$ cat src/hdl/tpwm_defs.vh
// Constants for the timer and PWM channel block
// Behaviour
// - One to eight channels, each capture, compare or edge-aligned PWM.
// - Sixteen-bit counter behind a prescaler, bounded by the modulo.
// - Clock source selects none, bus, crystal or synchronised external clock.
// - With external clock, shared channel still compares as software timer.
// - Channel releases pin when edge/level select zero or no clock.
// - Center PWM select with nonzero edge/level makes all channels center PWM.
// - Without center PWM, mode select picks capture, compare or edge PWM.
// - Capture when mode zero; edge/level select picks capture edges.
// - Capture inputs synchronised; pulses must last four bus clocks.
// - Compare toggles, clears or sets pin when value equals counter.
// - Toggle mode keeps previous pin level until first match.
// - Center PWM values load after both bytes, at modulo minus one step.
// - Center PWM value equal to modulo gives full duty.
// - Center PWM value modulo minus one gives nearly full duty.
// - Change from zero to nonzero takes effect at next period.
// - Change from nonzero to zero finishes current period with old value.
// - Debug-mode status/control write resets modulo byte coherency.
// - Edge PWM output frozen while no clock is selected.
`ifndef TPWM_DEFS_VH
`define TPWM_DEFS_VH
`define TPWM_CLK_NONE  2'h0
`define TPWM_CLK_BUS   2'h1
`define TPWM_CLK_XTAL  2'h2
`define TPWM_CLK_EXT   2'h3
`define TPWM_MS_CAPT   2'h0
`define TPWM_MS_CMP    2'h1
`define TPWM_ELS_OFF   2'h0
`define TPWM_ELS_TOG   2'h1
`define TPWM_ELS_CLR   2'h2
`define TPWM_ELS_SET   2'h3
`define TPWM_CNT_RST   16'h0000
`define TPWM_MOD_RST   16'h0000
`define TPWM_CNT_FULL  16'hffff
`define TPWM_CNT_PEN   16'hfffe
`define TPWM_PRE_W     3
`endif

$ cat src/hdl/tpwm_chan.v
// One timer channel: capture, compare, edge and center PWM
`timescale 1ns/1ps
`default_nettype none
`include "tpwm_defs.vh"
module tpwm_chan (
  input  wire        clk,
  input  wire        sys_rst,
  input  wire        tick,
  input  wire        clk_on,
  input  wire        cpwm,
  input  wire [1:0]  mode,
  input  wire [1:0]  els,
  input  wire [15:0] cnt,
  input  wire [15:0] modv,
  input  wire        load_pt,
  input  wire        per_start,
  input  wire [15:0] wr_val,
  input  wire        wr_hi,
  input  wire        wr_lo,
  input  wire        pin_s,
  input  wire        ext_clk,
  output reg         pin_o,
  output reg         pin_oe_n,
  output reg  [15:0] val_q,
  output reg         flag_q
);
  reg [15:0] buf_q;
  reg        hi_q;
  reg        lo_q;
  reg        pin_d_q;
  reg        prev_s_q;
  reg        en_q;
  wire       own;
  wire       cap_m;
  wire       cmp_m;
  wire       edge_aligned_pwm_output_m;
  wire       match;
  wire       redge;
  wire       fedge;
  wire       both;
  assign own    = (els != `TPWM_ELS_OFF) && clk_on;
  assign cap_m  = !cpwm && (mode == `TPWM_MS_CAPT);
  assign cmp_m  = !cpwm && (mode == `TPWM_MS_CMP);
  assign edge_aligned_pwm_output_m = !cpwm && mode[1];
  assign match  = tick && (cnt == val_q);
  assign redge  = pin_s && !prev_s_q;
  assign fedge  = !pin_s && prev_s_q;
  assign both   = hi_q && lo_q;
  always @(posedge clk) begin
    if (sys_rst) begin
      buf_q    <= 16'h0000;
      val_q    <= 16'h0000;
      hi_q     <= 1'b0;
      lo_q     <= 1'b0;
      pin_d_q  <= 1'b0;
      prev_s_q <= 1'b0;
      flag_q   <= 1'b0;
      en_q     <= 1'b0;
      pin_o    <= 1'b0;
      pin_oe_n <= 1'b1;
    end else begin
      prev_s_q <= pin_s;
      // With a clock selected, center mode loads buffered value only at the modulo-minus-one step while counting up
      if (cpwm && clk_on) begin
        if (both && tick && load_pt) begin
          val_q <= buf_q;
          hi_q  <= 1'b0;
          lo_q  <= 1'b0;
        end
      end else if (both) begin
        val_q <= buf_q;
        hi_q  <= 1'b0;
        lo_q  <= 1'b0;
      end
      // Writes after the load so a byte landing on it is not lost
      if (wr_hi) begin
        buf_q[15:8] <= wr_val[15:8];
        hi_q        <= 1'b1;
      end
      if (wr_lo) begin
        buf_q[7:0] <= wr_val[7:0];
        lo_q       <= 1'b1;
      end
      flag_q <= 1'b0;
      if (cap_m && own && !ext_clk) begin
        if ((els[0] && redge) || (els[1] && fedge)) begin
          val_q  <= cnt;
          flag_q <= 1'b1;
        end
      end else if (cmp_m && match && (own || ext_clk)) begin
        flag_q <= 1'b1;
        case (els)
          `TPWM_ELS_TOG: pin_d_q <= !pin_d_q;
          `TPWM_ELS_CLR: pin_d_q <= 1'b0;
          `TPWM_ELS_SET: pin_d_q <= 1'b1;
          default:       pin_d_q <= pin_d_q;
        endcase
      end else if (edge_aligned_pwm_output_m && own && tick) begin
        // Edge PWM: with els[0] clear, high from period start until match
        if (cnt == val_q)
          pin_d_q <= els[0];
        else if (per_start)
          pin_d_q <= !els[0];
      end else if (cpwm && own && tick) begin
        // Full duty at modulo; modulo minus one stays nearly full
        if (val_q == modv && modv != 16'h0000)
          pin_d_q <= !els[0];
        else if (val_q == 16'h0000)
          pin_d_q <= els[0];
        else if (cnt < val_q)
          pin_d_q <= !els[0];
        else
          pin_d_q <= els[0];
      end
      en_q <= own && !cap_m && !(ext_clk && !cpwm);
      // Frozen without clock; otherwise track pin for a clean takeover
      if (!own && clk_on)
        pin_d_q <= pin_s;
      pin_o    <= pin_d_q;
      pin_oe_n <= !en_q;
    end
  end
endmodule // tpwm_chan
`default_nettype wire

$ cat src/hdl/tpwm_sync.v
// Two-flop synchroniser for pin-side levels
`timescale 1ns/1ps
`default_nettype none
module tpwm_sync #(
  parameter W = 1
) (
  input  wire         clk,
  input  wire         sys_rst,
  input  wire [W-1:0] async_in,
  output reg  [W-1:0] sync_out
);
  reg [W-1:0] meta_q;
  always @(posedge clk) begin
    if (sys_rst) begin
      meta_q   <= {W{1'b0}};
      sync_out <= {W{1'b0}};
    end else begin
      meta_q   <= async_in;
      sync_out <= meta_q;
    end
  end
endmodule // tpwm_sync
`default_nettype wire

$ cat src/hdl/tpwm_top.v
// Timer counter with prescaler, modulo and N channels
`timescale 1ns/1ps
`default_nettype none
`include "tpwm_defs.vh"
module tpwm_top #(
  parameter NCH = 8
) (
  input  wire                clk,
  input  wire                sys_rst,
  input  wire [1:0]          clock_source_select,
  input  wire [2:0]          prescale_sel,
  input  wire                center_pwm_select,
  input  wire                xtal_tick,
  input  wire                external_timer_clock,
  input  wire                background_debug_mode,
  input  wire                timer_status_control_wr,
  input  wire [15:0]         mod_wdata,
  input  wire                mod_wr_hi,
  input  wire                mod_wr_lo,
  input  wire [2*NCH-1:0]    channel_mode_select,
  input  wire [2*NCH-1:0]    edge_level_select,
  input  wire [16*NCH-1:0]   channel_value_wdata,
  input  wire [NCH-1:0]      chan_wr_hi,
  input  wire [NCH-1:0]      chan_wr_lo,
  input  wire [NCH-1:0]      timer_channel_pin_i,
  output wire [NCH-1:0]      timer_channel_pin_o,
  output wire [NCH-1:0]      timer_channel_pin_oe_n,
  output wire [16*NCH-1:0]   channel_value,
  output wire [NCH-1:0]      chan_event,
  output reg  [15:0]         counter_q,
  output reg  [15:0]         counter_modulo,
  output reg                 overflow_q
);
  reg  [`TPWM_PRE_W+4:0] pre_q;
  reg  [15:0]            mod_buf_q;
  reg                    mhi_q;
  reg                    mlo_q;
  reg                    ext_prev_q;
  reg                    up_q;
  reg                    src_tick;
  reg                    tick;
  wire                   ext_s;
  wire [NCH-1:0]         pin_s;
  wire                   clk_on;
  wire [15:0]            top;
  wire                   load_pt;
  wire                   per_start;
  integer                k;
  function [15:0] topv;
    input [15:0] m;
    begin
      topv = (m == 16'h0000) ? `TPWM_CNT_FULL : m;
    end
  endfunction
  assign clk_on = clock_source_select != `TPWM_CLK_NONE;
  assign top    = topv(counter_modulo);
  assign load_pt = counter_q == top - 16'h0001;
  assign per_start = counter_q == 16'h0000;
  tpwm_sync #(.W(1)) u_ext (
    .clk      (clk),
    .sys_rst  (sys_rst),
    .async_in (external_timer_clock),
    .sync_out (ext_s)
  );
  tpwm_sync #(.W(NCH)) u_pins (
    .clk      (clk),
    .sys_rst  (sys_rst),
    .async_in (timer_channel_pin_i),
    .sync_out (pin_s)
  );
  always @* begin
    case (clock_source_select)
      `TPWM_CLK_BUS:  src_tick = 1'b1;
      `TPWM_CLK_XTAL: src_tick = xtal_tick;
      `TPWM_CLK_EXT:  src_tick = ext_s && !ext_prev_q;
      default:        src_tick = 1'b0;
    endcase
    tick = 1'b0;
    for (k = 0; k < 8; k = k + 1)
      if (k[2:0] == prescale_sel && src_tick)
        tick = (pre_q & ((8'h01 << k) - 8'h01)) == 8'h00;
  end
  always @(posedge clk) begin
    if (sys_rst) begin
      pre_q          <= 8'h00;
      counter_q      <= `TPWM_CNT_RST;
      counter_modulo <= `TPWM_MOD_RST;
      mod_buf_q      <= 16'h0000;
      mhi_q          <= 1'b0;
      mlo_q          <= 1'b0;
      ext_prev_q     <= 1'b0;
      up_q           <= 1'b1;
      overflow_q     <= 1'b0;
    end else begin
      ext_prev_q <= ext_s;
      overflow_q <= 1'b0;
      if (src_tick)
        pre_q <= pre_q + 8'h01;
      if (background_debug_mode && timer_status_control_wr) begin
        mhi_q <= 1'b0;
        mlo_q <= 1'b0;
      end else if (mhi_q && mlo_q) begin
        counter_modulo <= mod_buf_q;
        mhi_q          <= 1'b0;
        mlo_q          <= 1'b0;
      end
      // Writes after the load so a byte landing on it is not lost
      if (mod_wr_hi) begin
        mod_buf_q[15:8] <= mod_wdata[15:8];
        mhi_q           <= 1'b1;
      end
      if (mod_wr_lo) begin
        mod_buf_q[7:0] <= mod_wdata[7:0];
        mlo_q          <= 1'b1;
      end
      if (tick) begin
        if (center_pwm_select) begin
          // Up-down count for center alignment
          if (up_q && counter_q >= top) begin
            up_q      <= 1'b0;
            counter_q <= counter_q - 16'h0001;
          end else if (!up_q && counter_q == 16'h0000) begin
            up_q       <= 1'b1;
            counter_q  <= 16'h0001;
            overflow_q <= 1'b1;
          end else
            counter_q <= up_q ? counter_q + 16'h0001 : counter_q - 16'h0001;
        end else if (counter_q >= top) begin
          counter_q  <= 16'h0000;
          overflow_q <= 1'b1;
          up_q       <= 1'b1;
        end else
          counter_q <= counter_q + 16'h0001;
      end
    end
  end
  genvar g;
  generate
    for (g = 0; g < NCH; g = g + 1) begin : g_ch
      tpwm_chan u_ch (
        .clk       (clk),
        .sys_rst   (sys_rst),
        .tick      (tick),
        .clk_on    (clk_on),
        .cpwm      (center_pwm_select),
        .mode      (channel_mode_select[2*g+1:2*g]),
        .els       (edge_level_select[2*g+1:2*g]),
        .cnt       (counter_q),
        .modv      (top),
        .load_pt   (load_pt && up_q),
        .per_start (per_start),
        .wr_val    (channel_value_wdata[16*g+15:16*g]),
        .wr_hi     (chan_wr_hi[g]),
        .wr_lo     (chan_wr_lo[g]),
        .pin_s     (pin_s[g]),
        .ext_clk   ((g == 0) && (clock_source_select == `TPWM_CLK_EXT)),
        .pin_o     (timer_channel_pin_o[g]),
        .pin_oe_n  (timer_channel_pin_oe_n[g]),
        .val_q     (channel_value[16*g+15:16*g]),
        .flag_q    (chan_event[g])
      );
    end
  endgenerate
endmodule // tpwm_top
`default_nettype wire

$ cat config.mk
export PLATFORM = sky130hd
export DESIGN_NAME = tpwm_top
export DESIGN_NICKNAME = d
export VERILOG_FILES = /design/src/hdl/tpwm_chan.v /design/src/hdl/tpwm_sync.v /design/src/hdl/tpwm_top.v
export VERILOG_INCLUDE_DIRS = /design/src /design/src/hdl
export SDC_FILE = /design/constraint.sdc
export NUM_CORES = 1
export LEC_CHECK = 0
export BUFFER_PORTS_ARGS = -buffer_cell sky130_fd_sc_hd__buf_2
export CAP_MARGIN = 20
export CORE_UTILIZATION = 30
export DETAILED_ROUTE_END_ITERATION = 10
export PLACE_DENSITY_LB_ADDON = 0.12
export SYNTH_ARGS = -nofsm -noshare
export SYNTH_HDL_FRONTEND = slang
export SYNTH_SLANG_ARGS = --single-unit
$ cat constraint.sdc
create_clock -name clk -period 9.9 [get_ports clk]
set_clock_uncertainty 0.05 [all_clocks]
set_input_delay 2.475 -clock clk [delete_from_list [all_inputs] [get_ports clk]]
set_output_delay 2.475 -clock clk [all_outputs]
set_load 0.02 [all_outputs]
==> results.cfg <==
[status]
status = complete, no violations

[routing]
vias = 23400
avgRoutedWirePerCell_microns = 24.3
drc = 0
postRouteAntennaNets = 0
drt-initial-drc-count = 1767
routed_wl_mm = 105
drt_pre_antenna_iters = 5
via_per_inst = 5.41

[power]
p_switching_mw = 1.37
p_sw_share_pct = 30.8
internal-power_mw = 3.09
ir_worst_vdd_mv = 0.118
seq_power_share_pct = 39.0
p_leak_nw = 13.7
power.total_mw = 4.46
pwr-share-comb_pct = 19.9
power_density_nw_per_um2 = 155
pwr-share-clk_pct = 41.1

[setup_path]
cpMaxStageDelayCell = o41ai_4
critPathArrivalTime_ps = 6400
critical_path.most_common_cell = buf_4
rr_endpoint = g_ch[0].u_ch.val_q[10]
worstPathCellList = buf_4, nor4_1, and4_1, buf_4, a21oi_1, ha_1, nor3b_1, nand2_1, nor3_1, xnor2_1, nor4_2, a311oi_2, o41ai_4, buf_4, nand3_2, mux2i_1, a211oi_1
crit_required_ps = 10340
crit_family = simple AND/OR/NAND/NOR gates
crit_type = flip-flop to flip-flop
endpoint = g_ch[0].u_ch.val_q[10]
cp_slowest_stage_delay_ps = 880
worst-path-stages = 17
crit_path_max_fanout = 20
setup.worst_path.start_class = flip-flop
startpoint = counter_modulo[11]
crit_path_end_kind = flip-flop
r2r_slack_ps = 3950
crit_buf_inv = 3
reg2reg_depth = 17
regToRegStartpoint = counter_modulo[11]

[yosys]
ys_types = 85
netlist_area_sq_um = 24400
synth-edff-count = 0
synth_cells = 2921
synth_fp_nets = 3301
synth-async-reset-ratio_pct = 0
synth_ff_type = dfxtp_1
synth-seq-cells = 398
yosys-top-cells-area = dfxtp_1 (33%), mux2i_1 (12%), ha_1 (8.5%)
syn_avg_cell_area_sq_um = 8.35
synth_top_cell_by_area = dfxtp_1
yosysTopAreaCellShare_pct = 32.7
ys_warn_count = 0
seq_area_frac_synth_pct = 32.7

[grt]
grt_util_all_layers_pct = 24.7
grt_max_degree = 125
first_global_vias = 22700
grt-ovfl-total = 0
grt_pass1_wl_mm = 152
antenna_found_initial = 0

[timing]
grt_setup_unrepaired = no
timing.final.crit_share_pct = 60.1
worst_pin_slew_ps = 1190
fmax_ghz = 0.168
period_needed_ps = 5950
tns_ps = 0
drv_slew = 0
setup_viol = 0
hold_viol_final = 0
relSlewSlack_pct = 20.1
worst_slack_ps = 3950

[final_layout]
diodes = 0
finalNetCount = 3602
syn2layout_area_growth_pct = 18.4
drive_above_1_share_pct = 18.2

[clock_network]
cts_resized = 0
root_buffer = clkbuf_16
cts_num_sinks = 398
cts_setup_buffers = 0
clk_pin_slew_ps = 60
clkLatencyLatePin_ps = 610
ctsHoldBuffers = 0
cts_buffer_depth = 3
htree_levels = 2
cts-buffers-inserted = 50
cts_tree = done

[floorplanning]
rows = 104
die_area_sq_um = 82400
start_util_pct = 30.3
core_area_sq_um = 80500
die_w_microns = 287
pin_count = 399
fp.dieH_microns = 287

[placed_design]
place_hpwl_mm = 74.5
place.port_buffers = 398
dpl_worst_slack_ps = 3380
gp_congestion = 0.909

[min_path]
hold_path_class = flip-flop to flip-flop

[job]
maxCapViolCount = 0
## per-stage QoR
step,instance area [sq um],util (%),hold WS [ps],instances
detailed placement,27200,33.8,311,4229
global placement,27200,33.8,312,4226
global route,28900,35.9,345,4321
floorplan,24400,-,306,2921
finish,28900,35.9,323,4321
CTS,28900,35.8,325,4320
## placed cells by master (no fill, tap or decap), types with 11 or more instances in the layout
cell type / count
inv_1: 167
clkbuf_8: 11
nor4_1: 58
nand2_1: 160
dfxtp_2: 16
a21oi_1: 146
mux2i_1: 297
o22ai_1: 18
a2bb2oi_1: 11
nand4_1: 39
a21o_1: 29
nor2b_1: 54
nand3b_1: 11
nor3_1: 71
a211oi_1: 154
o32ai_1: 22
buf_2: 399
o21ai_0: 86
dfxtp_1: 382
or3_1: 16
ha_1: 166
clkbuf_16: 51
a31oi_1: 28
o21a_1: 14
nand3_1: 45
xnor2_1: 47
nor2_1: 412
buf_4: 59
clkbuf_1: 11
and3_1: 19
nand2b_1: 23
xor2_1: 68
## cell type report
type	count	area, sq um
sequential	398	7990
clock buffer	73	1470
clock inverter	18	170
fill	8429	51700
inverter	168	631
tap	1060	1330
timing repair buffer	461	2500
multi-input combinational	2143	14800
## cells by family (layout without fill, tap and decap cells)
kind of cell	Yosys count	count (layout)	synth area share [%]
compound gates	597	597	16.5
xor+xnor	116	116	4.22
fa+ha+maj	167	167	8.56
buf+inv	380	720	6.76
flops	398	398	32.7
mux	301	301	12.4
simple gates	962	962	18.9
## flip-flops by register name (all words and copies together), names as in the netlist, 16 cells and up
register         count
counter_modulo      16
counter_q           16
g_ch.u_ch.buf_q    128
mod_buf_q           16
g_ch.u_ch.val_q    128
## cell usage after synthesis (7+ instances only)
| master | n |
|---|---|
| o31ai_1 | 7 |
| a21o_1 | 29 |
| o22ai_1 | 18 |
| o211ai_1 | 9 |
| dfxtp_1 | 398 |
| a221oi_1 | 7 |
| buf_2 | 10 |
| xor2_1 | 68 |
| a22oi_1 | 9 |
| nor2b_1 | 54 |
| nor3_1 | 71 |
| nand3b_1 | 11 |
| a2bb2oi_1 | 11 |
| o32ai_1 | 22 |
| or3_1 | 16 |
| ha_1 | 166 |
| o21a_1 | 14 |
| mux2i_1 | 297 |
| o21ai_0 | 86 |
| nand3_1 | 45 |
| inv_1 | 167 |
| nand2b_1 | 23 |
| buf_6 | 9 |
| nor4_1 | 59 |
| nor2_1 | 412 |
| a31oi_1 | 28 |
| clkbuf_1 | 154 |
| a21oi_1 | 146 |
| xnor2_1 | 47 |
| or4_1 | 9 |
| nand2_1 | 160 |
| nand4_1 | 39 |
| buf_4 | 25 |
| a211oi_1 | 155 |
| buf_1 | 11 |
| and3_1 | 19 |
## how the worst min path moves through the flow
| stage | start | end | slack, ps | cells after the start |
|---|---|---|---|---|
| after floorplan | g_ch[0].u_ch.en_q | g_ch[0].u_ch.pin_oe_n | 310 | 1 |
| after global placement | g_ch[1].u_ch.en_q | g_ch[1].u_ch.pin_oe_n | 310 | 1 |
| after detailed placement | g_ch[3].u_ch.en_q | g_ch[3].u_ch.pin_oe_n | 310 | 1 |
| after CTS | g_ch[3].u_ch.en_q | g_ch[3].u_ch.pin_oe_n | 330 | 1 |
| after global routing | g_ch[3].u_ch.en_q | g_ch[3].u_ch.pin_oe_n | 350 | 1 |
| final | g_ch[3].u_ch.en_q | g_ch[3].u_ch.pin_oe_n | 320 | 1 |
## routing by layer
metal  wire [microns]  vias to the layer above  share of wire, %  track usage, %
li1                 -                    11000                 -               -
met1            47100                    11300                45            32.9
met2            47900                      846                46            40.4
met3             6050                      187               5.8            3.45
met4             4060                        0               3.9            9.28
met5                0                        -                 0               0
## power groups by stage
stage	clock, mW	combinational, mW	sequential [mW]
floorplan	0	0.556	1.76
global placement	0	0.864	1.78
detailed placement	0	0.879	1.78
CTS	1.89	0.883	1.74
global route	1.95	0.961	1.75
finish	1.83	0.887	1.74
Power figures use the tool's default switching activity.
